===== config.mk =====
export PLATFORM = sky130hd
export DESIGN_NAME = ipcl_top
export DESIGN_NICKNAME = d
export VERILOG_FILES = /design/src/core/ipcl_pkg.sv /design/src/core/ipcl_wr_capture.sv /design/src/core/ipcl_direction.sv /design/src/core/ipcl_top.sv
export SDC_FILE = /design/constraint.sdc
export NUM_CORES = 1
export LEC_CHECK = 0
export ABC_AREA = 1
export BUFFER_PORTS_ARGS = -buffer_cell sky130_fd_sc_hd__buf_2
export CAP_MARGIN = 15
export CORE_ASPECT_RATIO = 0.75
export CORE_MARGIN = 2
export CORE_UTILIZATION = 62
export DETAILED_ROUTE_END_ITERATION = 10
export PLACE_DENSITY_LB_ADDON = 0.25
export SKIP_LAST_GASP = 1
export SLEW_MARGIN = 20
export SYNTH_ARGS = -nofsm -noshare
export SYNTH_HDL_FRONTEND = slang
export SYNTH_SLANG_ARGS = --single-unit

===== constraint.sdc =====
create_clock -name clk_sys -period 2.6 [get_ports clk_sys]
set_input_delay 0.13 -clock clk_sys [delete_from_list [all_inputs] [get_ports clk_sys]]
set_output_delay 0.13 -clock clk_sys [all_outputs]
set_load 0.05 [all_outputs]

===== src/core/ipcl_pkg.sv =====
package ipcl_pkg;

    // ************************************************************
    // sizes
    // ************************************************************
    localparam int IPCL_CHANNELS  = 32;
    localparam int IPCL_IRQ_CHANS = 4;
    localparam int IPCL_ADDR_W    = 8;
    localparam int IPCL_DATA_W    = 32;
    localparam int IPCL_STRB_W    = 4;

    // ************************************************************
    // register byte offsets
    // ************************************************************
    localparam logic [7:0] IPCL_M2C_SET_OFS      = 8'h00;
    localparam logic [7:0] IPCL_M2C_FLAG_SND_OFS = 8'h04;
    localparam logic [7:0] IPCL_M2C_ACK_OFS      = 8'h08;
    localparam logic [7:0] IPCL_M2C_FLAG_RCV_OFS = 8'h0C;
    localparam logic [7:0] IPCL_C2M_SET_OFS      = 8'h10;
    localparam logic [7:0] IPCL_C2M_FLAG_SND_OFS = 8'h14;
    localparam logic [7:0] IPCL_C2M_ACK_OFS      = 8'h18;
    localparam logic [7:0] IPCL_C2M_FLAG_RCV_OFS = 8'h1C;

    // ************************************************************
    // reset values and bus answers
    // ************************************************************
    localparam logic [31:0] IPCL_FLAG_RESET = 32'h0000_0000;
    localparam logic [31:0] IPCL_ZERO_WORD  = 32'h0000_0000;
    localparam logic [1:0]  IPCL_RESP_OKAY  = 2'h0;
    localparam logic [1:0]  IPCL_RESP_SLVERR = 2'h2;

    // ************************************************************
    // state types
    // ************************************************************
    typedef enum logic [0:0]
    {
        IPCL_WR_IDLE = 1'b0,
        IPCL_WR_RESP = 1'b1
    } ipcl_wr_state_t;

    typedef enum logic [0:0]
    {
        IPCL_RD_IDLE = 1'b0,
        IPCL_RD_DATA = 1'b1
    } ipcl_rd_state_t;

endpackage : ipcl_pkg


===== src/core/ipcl_wr_capture.sv =====
`timescale 1ns/1ps
// holds write address and write data independently until the pair is consumed
module ipcl_wr_capture
    import ipcl_pkg::*;
(
    input  wire logic                   clk_sys,
    input  wire logic                   resetn,
    input  wire logic [IPCL_ADDR_W-1:0] awaddr,
    input  wire logic                   awvalid,
    output logic                        awready,
    input  wire logic [IPCL_DATA_W-1:0] wdata,
    input  wire logic [IPCL_STRB_W-1:0] wstrb,
    input  wire logic                   wvalid,
    output logic                        wready,
    input  wire logic                   consume,
    output logic                        req_valid,
    output logic [IPCL_ADDR_W-1:0]      req_addr,
    output logic [IPCL_DATA_W-1:0]      req_data,
    output logic [IPCL_STRB_W-1:0]      req_strb
);

    logic aw_full_reg;
    logic w_full_reg;

    assign awready   = ~aw_full_reg;
    assign wready    = ~w_full_reg;
    assign req_valid = aw_full_reg & w_full_reg;

    always_ff @(posedge clk_sys or negedge resetn)
    begin
        if (!resetn)
        begin
            aw_full_reg <= 1'b0;
            req_addr    <= '0;
        end
        else if (consume)
            aw_full_reg <= 1'b0;
        else if (awvalid && !aw_full_reg)
        begin
            aw_full_reg <= 1'b1;
            req_addr    <= awaddr;
        end
    end

    always_ff @(posedge clk_sys or negedge resetn)
    begin
        if (!resetn)
        begin
            w_full_reg <= 1'b0;
            req_data   <= '0;
            req_strb   <= '0;
        end
        else if (consume)
            w_full_reg <= 1'b0;
        else if (wvalid && !w_full_reg)
        begin
            w_full_reg <= 1'b1;
            req_data   <= wdata;
            req_strb   <= wstrb;
        end
    end

endmodule : ipcl_wr_capture


===== src/core/ipcl_direction.sv =====
`timescale 1ns/1ps
// one event direction: shared flag register plus its interrupt lines
module ipcl_direction
    import ipcl_pkg::*;
(
    input  wire logic                     clk_sys,
    input  wire logic                     resetn,
    input  wire logic [IPCL_CHANNELS-1:0] set_bits,
    input  wire logic [IPCL_CHANNELS-1:0] ack_bits,
    output logic [IPCL_CHANNELS-1:0]      flag_reg,
    output logic [IPCL_IRQ_CHANS-1:0]     irq
);

    genvar ch;
    generate
        for (ch = 0; ch < IPCL_CHANNELS; ch++)
        begin : g_chan
            // set beats ack in the same cycle so no event is lost
            always_ff @(posedge clk_sys or negedge resetn)
            begin
                if (!resetn)
                    flag_reg[ch] <= IPCL_FLAG_RESET[ch];
                else if (set_bits[ch])
                    flag_reg[ch] <= 1'b1;
                else if (ack_bits[ch])
                    flag_reg[ch] <= 1'b0;
            end
        end
    endgenerate

    // interrupt straight from the flag flops, no extra latency
    assign irq = flag_reg[IPCL_IRQ_CHANS-1:0];

endmodule : ipcl_direction


===== src/core/ipcl_top.sv =====
// Overview of operation
// - two independent directions, master-to-control and control-to-master.
// - each direction has 32 channels; bit n of each register is channel n.
// - channels 0..3 drive an interrupt while their flag is set.
// - writing 1 to a set bit sets the matching flag bit.
// - writing 1 to an ack bit clears the matching flag bit.
// - channels 0..3 may use interrupts instead of polling; sequence unchanged.
// - control-to-master direction behaves the same with its own registers.
// - one flag register per direction, same bits in sender and receiver views.
`timescale 1ns/1ps
module ipcl_top
    import ipcl_pkg::*;
(
    input  wire logic                      clk_sys,
    input  wire logic                      resetn,
    input  wire logic [IPCL_ADDR_W-1:0]    s_axi_awaddr,
    input  wire logic                      s_axi_awvalid,
    output logic                           s_axi_awready,
    input  wire logic [IPCL_DATA_W-1:0]    s_axi_wdata,
    input  wire logic [IPCL_STRB_W-1:0]    s_axi_wstrb,
    input  wire logic                      s_axi_wvalid,
    output logic                           s_axi_wready,
    output logic [1:0]                     s_axi_bresp,
    output logic                           s_axi_bvalid,
    input  wire logic                      s_axi_bready,
    input  wire logic [IPCL_ADDR_W-1:0]    s_axi_araddr,
    input  wire logic                      s_axi_arvalid,
    output logic                           s_axi_arready,
    output logic [IPCL_DATA_W-1:0]         s_axi_rdata,
    output logic [1:0]                     s_axi_rresp,
    output logic                           s_axi_rvalid,
    input  wire logic                      s_axi_rready,
    output logic [IPCL_IRQ_CHANS-1:0]      m2c_irq,
    output logic [IPCL_IRQ_CHANS-1:0]      c2m_irq
);

    // ************************************************************
    // signals
    // ************************************************************
    ipcl_wr_state_t               wr_state_reg;
    ipcl_wr_state_t               wr_state_next;
    ipcl_rd_state_t               rd_state_reg;
    logic                         req_valid;
    logic [IPCL_ADDR_W-1:0]       req_addr;
    logic [IPCL_DATA_W-1:0]       req_data;
    logic [IPCL_STRB_W-1:0]       req_strb;
    logic                         wr_fire;
    logic [IPCL_ADDR_W-1:0]       wr_ofs;
    logic [IPCL_ADDR_W-1:0]       rd_ofs;
    logic [IPCL_DATA_W-1:0]       wr_bits;
    logic [IPCL_CHANNELS-1:0]     m2c_set_bits;
    logic [IPCL_CHANNELS-1:0]     m2c_ack_bits;
    logic [IPCL_CHANNELS-1:0]     c2m_set_bits;
    logic [IPCL_CHANNELS-1:0]     c2m_ack_bits;
    logic [IPCL_CHANNELS-1:0]     m2c_flag;
    logic [IPCL_CHANNELS-1:0]     c2m_flag;
    logic [1:0]                   bresp_reg;
    logic [1:0]                   bresp_next;
    logic [IPCL_DATA_W-1:0]       rdata_reg;
    logic [IPCL_DATA_W-1:0]       rdata_next;
    logic [1:0]                   rresp_reg;
    logic [1:0]                   rresp_next;

    // ************************************************************
    // write channel capture
    // ************************************************************
    ipcl_wr_capture u_wr_capture
    (
        .clk_sys   (clk_sys),
        .resetn    (resetn),
        .awaddr    (s_axi_awaddr),
        .awvalid   (s_axi_awvalid),
        .awready   (s_axi_awready),
        .wdata     (s_axi_wdata),
        .wstrb     (s_axi_wstrb),
        .wvalid    (s_axi_wvalid),
        .wready    (s_axi_wready),
        .consume   (wr_fire),
        .req_valid (req_valid),
        .req_addr  (req_addr),
        .req_data  (req_data),
        .req_strb  (req_strb)
    );

    // one write at a time: a new pair is consumed only when no response is pending
    assign wr_fire = (wr_state_reg == IPCL_WR_IDLE) && req_valid;
    // low address bits ignored, every register is one aligned word
    assign wr_ofs  = {req_addr[IPCL_ADDR_W-1:2], 2'b00};
    assign rd_ofs  = {s_axi_araddr[IPCL_ADDR_W-1:2], 2'b00};

    // byte enables gate which channels a write can touch
    always_comb
    begin
        wr_bits = IPCL_ZERO_WORD;
        for (int b = 0; b < IPCL_STRB_W; b++)
        begin
            if (req_strb[b])
                wr_bits[8*b +: 8] = req_data[8*b +: 8];
        end
    end

    // ************************************************************
    // write decode into set and ack pulses
    // ************************************************************
    always_comb
    begin
        m2c_set_bits = '0;
        m2c_ack_bits = '0;
        c2m_set_bits = '0;
        c2m_ack_bits = '0;
        bresp_next   = IPCL_RESP_OKAY;
        case (wr_ofs)
            IPCL_M2C_SET_OFS:
                m2c_set_bits = wr_fire ? wr_bits : '0;
            IPCL_M2C_ACK_OFS:
                m2c_ack_bits = wr_fire ? wr_bits : '0;
            IPCL_C2M_SET_OFS:
                c2m_set_bits = wr_fire ? wr_bits : '0;
            IPCL_C2M_ACK_OFS:
                c2m_ack_bits = wr_fire ? wr_bits : '0;
            // flag views are read only and the rest is unmapped
            default:
                bresp_next = IPCL_RESP_SLVERR;
        endcase
    end

    // ************************************************************
    // the two directions, fully separate
    // ************************************************************
    ipcl_direction u_m2c
    (
        .clk_sys  (clk_sys),
        .resetn   (resetn),
        .set_bits (m2c_set_bits),
        .ack_bits (m2c_ack_bits),
        .flag_reg (m2c_flag),
        .irq      (m2c_irq)
    );

    ipcl_direction u_c2m
    (
        .clk_sys  (clk_sys),
        .resetn   (resetn),
        .set_bits (c2m_set_bits),
        .ack_bits (c2m_ack_bits),
        .flag_reg (c2m_flag),
        .irq      (c2m_irq)
    );

    // ************************************************************
    // write response
    // ************************************************************
    always_comb
    begin
        wr_state_next = wr_state_reg;
        case (wr_state_reg)
            IPCL_WR_IDLE:
                if (req_valid)
                    wr_state_next = IPCL_WR_RESP;
            IPCL_WR_RESP:
                if (s_axi_bready)
                    wr_state_next = IPCL_WR_IDLE;
            default:
                wr_state_next = IPCL_WR_IDLE;
        endcase
    end

    always_ff @(posedge clk_sys or negedge resetn)
    begin
        if (!resetn)
        begin
            wr_state_reg <= IPCL_WR_IDLE;
            bresp_reg    <= IPCL_RESP_OKAY;
        end
        else
        begin
            wr_state_reg <= wr_state_next;
            if (wr_fire)
                bresp_reg <= bresp_next;
        end
    end

    assign s_axi_bvalid = (wr_state_reg == IPCL_WR_RESP);
    assign s_axi_bresp  = bresp_reg;

    // ************************************************************
    // read path
    // ************************************************************
    // both views of a direction return the very same flops
    always_comb
    begin
        rdata_next = IPCL_ZERO_WORD;
        rresp_next = IPCL_RESP_OKAY;
        case (rd_ofs)
            IPCL_M2C_FLAG_SND_OFS,
            IPCL_M2C_FLAG_RCV_OFS:
                rdata_next = m2c_flag;
            IPCL_C2M_FLAG_SND_OFS,
            IPCL_C2M_FLAG_RCV_OFS:
                rdata_next = c2m_flag;
            // write-only registers read as zero
            IPCL_M2C_SET_OFS,
            IPCL_M2C_ACK_OFS,
            IPCL_C2M_SET_OFS,
            IPCL_C2M_ACK_OFS:
                rdata_next = IPCL_ZERO_WORD;
            default:
                rresp_next = IPCL_RESP_SLVERR;
        endcase
    end

    always_ff @(posedge clk_sys or negedge resetn)
    begin
        if (!resetn)
            rd_state_reg <= IPCL_RD_IDLE;
        else
        begin
            case (rd_state_reg)
                IPCL_RD_IDLE:
                    if (s_axi_arvalid)
                        rd_state_reg <= IPCL_RD_DATA;
                IPCL_RD_DATA:
                    if (s_axi_rready)
                        rd_state_reg <= IPCL_RD_IDLE;
                default:
                    rd_state_reg <= IPCL_RD_IDLE;
            endcase
        end
    end

    always_ff @(posedge clk_sys or negedge resetn)
    begin
        if (!resetn)
        begin
            rdata_reg <= IPCL_ZERO_WORD;
            rresp_reg <= IPCL_RESP_OKAY;
        end
        else if (rd_state_reg == IPCL_RD_IDLE && s_axi_arvalid)
        begin
            rdata_reg <= rdata_next;
            rresp_reg <= rresp_next;
        end
    end

    assign s_axi_arready = (rd_state_reg == IPCL_RD_IDLE);
    assign s_axi_rvalid  = (rd_state_reg == IPCL_RD_DATA);
    assign s_axi_rdata   = rdata_reg;
    assign s_axi_rresp   = rresp_reg;

    // ************************************************************
    // checks
    // ************************************************************
    m2c_set_a: assert property (
        @(posedge clk_sys) disable iff (!resetn)
        (|m2c_set_bits) |=> ((m2c_flag & $past(m2c_set_bits)) == $past(m2c_set_bits)))
        else $error("m2c set did not raise its flags");

    m2c_ack_a: assert property (
        @(posedge clk_sys) disable iff (!resetn)
        (|m2c_ack_bits) |=> ((m2c_flag & $past(m2c_ack_bits)) == '0))
        else $error("m2c ack did not clear its flags");

    c2m_set_a: assert property (
        @(posedge clk_sys) disable iff (!resetn)
        (|c2m_set_bits) |=> ((c2m_flag & $past(c2m_set_bits)) == $past(c2m_set_bits)))
        else $error("c2m set did not raise its flags");

    untouched_hold_a: assert property (
        @(posedge clk_sys) disable iff (!resetn)
        ##1 ((m2c_flag & ~$past(m2c_set_bits | m2c_ack_bits))
             == ($past(m2c_flag) & ~$past(m2c_set_bits | m2c_ack_bits))))
        else $error("unwritten m2c flag bits changed");

    dir_independent_a: assert property (
        @(posedge clk_sys) disable iff (!resetn)
        (|{m2c_set_bits, m2c_ack_bits}) |=> $stable(c2m_flag))
        else $error("m2c write disturbed c2m flags");

    irq_follows_a: assert property (
        @(posedge clk_sys) disable iff (!resetn)
        (|m2c_set_bits[IPCL_IRQ_CHANS-1:0])
        |=> (m2c_irq == m2c_flag[IPCL_IRQ_CHANS-1:0]) && (|m2c_irq))
        else $error("interrupt does not follow flag");

    views_match_a: assert property (
        @(posedge clk_sys) disable iff (!resetn)
        (s_axi_arready && s_axi_arvalid && rd_ofs == IPCL_C2M_FLAG_RCV_OFS)
        |=> s_axi_rvalid && (s_axi_rdata == $past(c2m_flag)))
        else $error("status view differs from flag");

    reset_clear_a: assert property (
        @(posedge clk_sys) disable iff (!resetn)
        $rose(resetn) |-> (m2c_flag == '0) && (c2m_flag == '0) && (c2m_irq == '0))
        else $error("flags not clear after reset");

    bresp_hold_a: assert property (
        @(posedge clk_sys) disable iff (!resetn)
        (s_axi_bvalid && !s_axi_bready) |=> s_axi_bvalid && $stable(s_axi_bresp))
        else $error("write response dropped before bready");

    c2m_ack_a: assert property (
        @(posedge clk_sys) disable iff (!resetn)
        (|c2m_ack_bits) |=> ((c2m_flag & $past(c2m_ack_bits)) == '0))
        else $error("c2m ack did not clear its flags");

    c2m_untouched_a: assert property (
        @(posedge clk_sys) disable iff (!resetn)
        ##1 ((c2m_flag & ~$past(c2m_set_bits | c2m_ack_bits))
             == ($past(c2m_flag) & ~$past(c2m_set_bits | c2m_ack_bits))))
        else $error("unwritten c2m flag bits changed");

    m2c_irq_drop_a: assert property (
        @(posedge clk_sys) disable iff (!resetn)
        (|m2c_ack_bits[IPCL_IRQ_CHANS-1:0])
        |=> ((m2c_irq & $past(m2c_ack_bits[IPCL_IRQ_CHANS-1:0])) == '0))
        else $error("m2c interrupt stayed up after ack");

    c2m_irq_drop_a: assert property (
        @(posedge clk_sys) disable iff (!resetn)
        (|c2m_ack_bits[IPCL_IRQ_CHANS-1:0])
        |=> ((c2m_irq & $past(c2m_ack_bits[IPCL_IRQ_CHANS-1:0])) == '0))
        else $error("c2m interrupt stayed up after ack");

    ro_view_a: assert property (
        @(posedge clk_sys) disable iff (!resetn)
        (wr_fire && (wr_ofs == IPCL_M2C_FLAG_RCV_OFS || wr_ofs == IPCL_C2M_FLAG_RCV_OFS))
        |=> $stable(m2c_flag) && $stable(c2m_flag))
        else $error("write to a flag view changed flags");

    bvalid_after_a: assert property (
        @(posedge clk_sys) disable iff (!resetn)
        wr_fire |=> s_axi_bvalid)
        else $error("no write response after a consumed write");

endmodule : ipcl_top


==> qor.csv <==
stage,metric,value,unit
min_path,WHS Endpoint,u_wr_capture.aw_full_reg,
timing,Setup TNS Final,0,ns
setup_path,critical path class,reg -> reg,
setup_path,internal reg-to-reg setup slack,0.78,ns
final_layout,nets@finish,1029,
floorplan,die width,128,um
floorplan,Die H,96.7,um
placed_design,dpl ws,0.855,ns
floorplan,core box area,11000,sq um
clock_network,H-tree depth,4,
timing,Hold Worst Slack,0.201,ns
clock_network,clock transition at the registers of the reported paths,0.06,ns
min_path,Hold Crit Class,in -> reg,
route,Vias/cell,5.56,
run,max_cap viols,0,
yosys,top post-synthesis cells by area,"dfrtp_1, nand2_1, nand4_1",
global_routing,first-pass GRT wire length,29.9,mm
global_routing,vias in the first global route,5935,
global_routing,GRT Total Usage,30.7,%
global_routing,number of antenna violations at the first check in global routing,0,
yosys,asr flop ratio synth,100,%
timing,Final Max Slew Viols,0,
clock_network,post-cts sizing count,0,
route,# DRC,0,
route,average wire per cell in the routed design,16.1,um
timing,Max Fclk,551,MHz
route,drt initial violations,867,
final_layout,ant diodes,0,
yosys,Synth top cells by count,"nand2_1, dfrtp_1, inv_1",
placed_design,placed instance area,7500,sq um
placed_design,Final GP Congestion,0.803,
timing,fin crit share,69.8,%
yosys,Syn Inst Count,856,
route,vias,6249,
setup_path,"Largest delay share family, worst path",simple AND/OR/NAND/NOR gates,
setup_path,Critical Path AT,2.12,ns
pwr,peak supply drop,0.924,mV
yosys,Mapped Area,7100,sq um
setup_path,crit path max fanout,37,
clock_network,root buf cell,clkbuf_16,
setup_path,Crit-path slowest cell,nor2_4,
setup_path,kind of end point of the critical path,flop,
global_routing,grt ovf,0,
setup_path,most frequent cell on the critical path,nand2_1,
yosys,Yosys cell types,25,
timing,Worst Tran Pin Value,0.792,ns
timing,fin crit period,1.82,ns
clock_network,clock buffer depth,2,
placed_design,post-DP HPWL,10.6,mm
pwr,Leak,4.62,nW
yosys,Synth Register Bits,144,
clock_network,# clock sinks,144,
floorplan,die area,12300,sq um
pwr,power per cell area,1000,nW/um^2
run_status,outcome,"complete, no violations",
timing,Final Hold Fails,0,
timing,# setup viols final,0,
yosys,Syn Area/Cell,8.29,sq um
yosys,post-synthesis sequential area ratio,50.8,%
yosys,top cell type's share of synthesized area,50.8,%
clock_network,Worst-Skew Late Latency,0.42,ns
yosys,post-synth top area cell,dfrtp_1,
clock_network,TritonCTS clock tree,built,
final_layout,final instance area,8580,sq um
clock_network,cts bufs inserted,17,
setup_path,Worst Path Required,2.90,ns
min_path,Hold Path Depth,3,
min_path,Hold Path Origin,s_axi_awvalid,
setup_path,critical-path cell list,nor2_2 > nand2_2 > nor2_4 > buf_12 > nand2_1 > nand2_1 > o21ai_1,
yosys,cell with the most instances after synthesis,nand2_1,
yosys,"EDFF count, synth",0,
route,WL final,18.1,mm
setup_path,"slowest stage delay, CP",0.48,ns
timing,final clock skew,0.00822,ns
pwr,Final Total Pwr,8.58,mW
floorplan,Row Count,33,
placed_design,Port-buffer cells,100,
setup_path,crit path launch type,flop,
floorplan,Initial Utilization,64.4,%
route,antenna-violating nets left,0,
yosys,"Top FF cell, synth",dfrtp_1,
setup_path,Buf/Inv on CP,1,
timing,RSZ-0062 raised after global routing,false,
timing,Rel. slew slack,47.2,%
final_layout,fillers,731,
global_routing,pin count of the biggest net entering global routing,86,
yosys,YS warnings,0,
route,drt pass-1 iters,6,
setup_path,FF-to-FF End,u_c2m.flag_reg[26],
setup_path,R2R Path Start,u_wr_capture.req_addr[7],
timing,final worst setup slack,0.785,ns
final_layout,share of cells above drive strength 1,21.1,%
final_layout,synthesis-to-layout area growth,20.9,%
floorplan,Ports,108,
setup_path,r2r worst-path depth,7,
[cells by family after synthesis]
| family | Yosys count | share of synthesized area (%) |
|---|---|---|
| AO/OA/AOI/OAI | 13 | 0.935 |
| buffers and inverters | 136 | 9.66 |
| flip-flops | 144 | 50.8 |
| multiplexers | 40 | 6.35 |
| other | 1 | 0.0528 |
| AND/OR/NAND/NOR | 522 | 32.2 |
[what timing repair did]
action	in CTS	in global routing
endpoints found under the setup margin	0	0
buffers inserted	0	0
hold buffers	45	0
hold endpoints to repair	127	0
[tightest hold or removal path: cells and delay by family]
family / cells / cell delay (ns)
compound gates: 1 / 0.16
simple gates: 1 / 0.21
buf+inv: 1 / 0.08
[power breakdown]
part / switching [mW] / internal, mW
logic: 1.72 / 0.822
registers: 0.503 / 2.95
clock network: 0.950 / 1.63
total: 3.17 / 5.41
[how the worst max path moves through the flow]
stage	cells after the start	end	start
global placement	7	u_c2m.flag_reg[23]	u_wr_capture.req_addr[7]
CTS	7	u_c2m.flag_reg[26]	u_wr_capture.req_addr[2]
finish	7	u_c2m.flag_reg[26]	u_wr_capture.req_addr[7]
global route	6	u_c2m.flag_reg[22]	s_axi_bvalid
floorplan	6	s_axi_rdata[10]	s_axi_rvalid
detailed placement	7	u_m2c.flag_reg[22]	u_wr_capture.req_addr[2]
[metal layers]
metal / global-route usage [%] / up-vias / share of wire (%)
met5: 0 / - / 0
met4: 8.20 / 0 / 1.9
met3: 7.08 / 34 / 8.4
met2: 46.4 / 309 / 46
met1: 45.2 / 2970 / 44
li1: - / 2936 / -
[metrics by stage]
step           cells  utilization (%)
4_1_cts         1123             77.8
6_report        1123             77.8
3_5_place_dp    1046             68.0
5_1_grt         1123             77.8
2_1_floorplan    857                -
3_3_place_gp    1046             68.0
[placed cells by master (no fill, tap or decap), types with 6 or more instances in the layout]
cell           count
nand2_1          353
nand3_1           59
nor2_2            23
dfrtp_1          144
buf_2             99
buf_4             11
mux2_2            34
nor2_1            17
inv_1             70
o21ai_1            6
mux2_1             6
clkbuf_16         17
nand4_1           64
dlygate4sd3_1     45
[final cells by class]
cell class	count	area [sq um]	share of cell area (%)
repair buffers	158	1080	12.6
well taps	140	175	2.04
multi-input cells	577	2820	32.9
clock inverters	13	185	2.16
inverters	72	270	3.15
clock buffers	19	443	5.16
flip-flops and latches	144	3600	42.0
No activity file was read; power rests on OpenSTA's default activity.
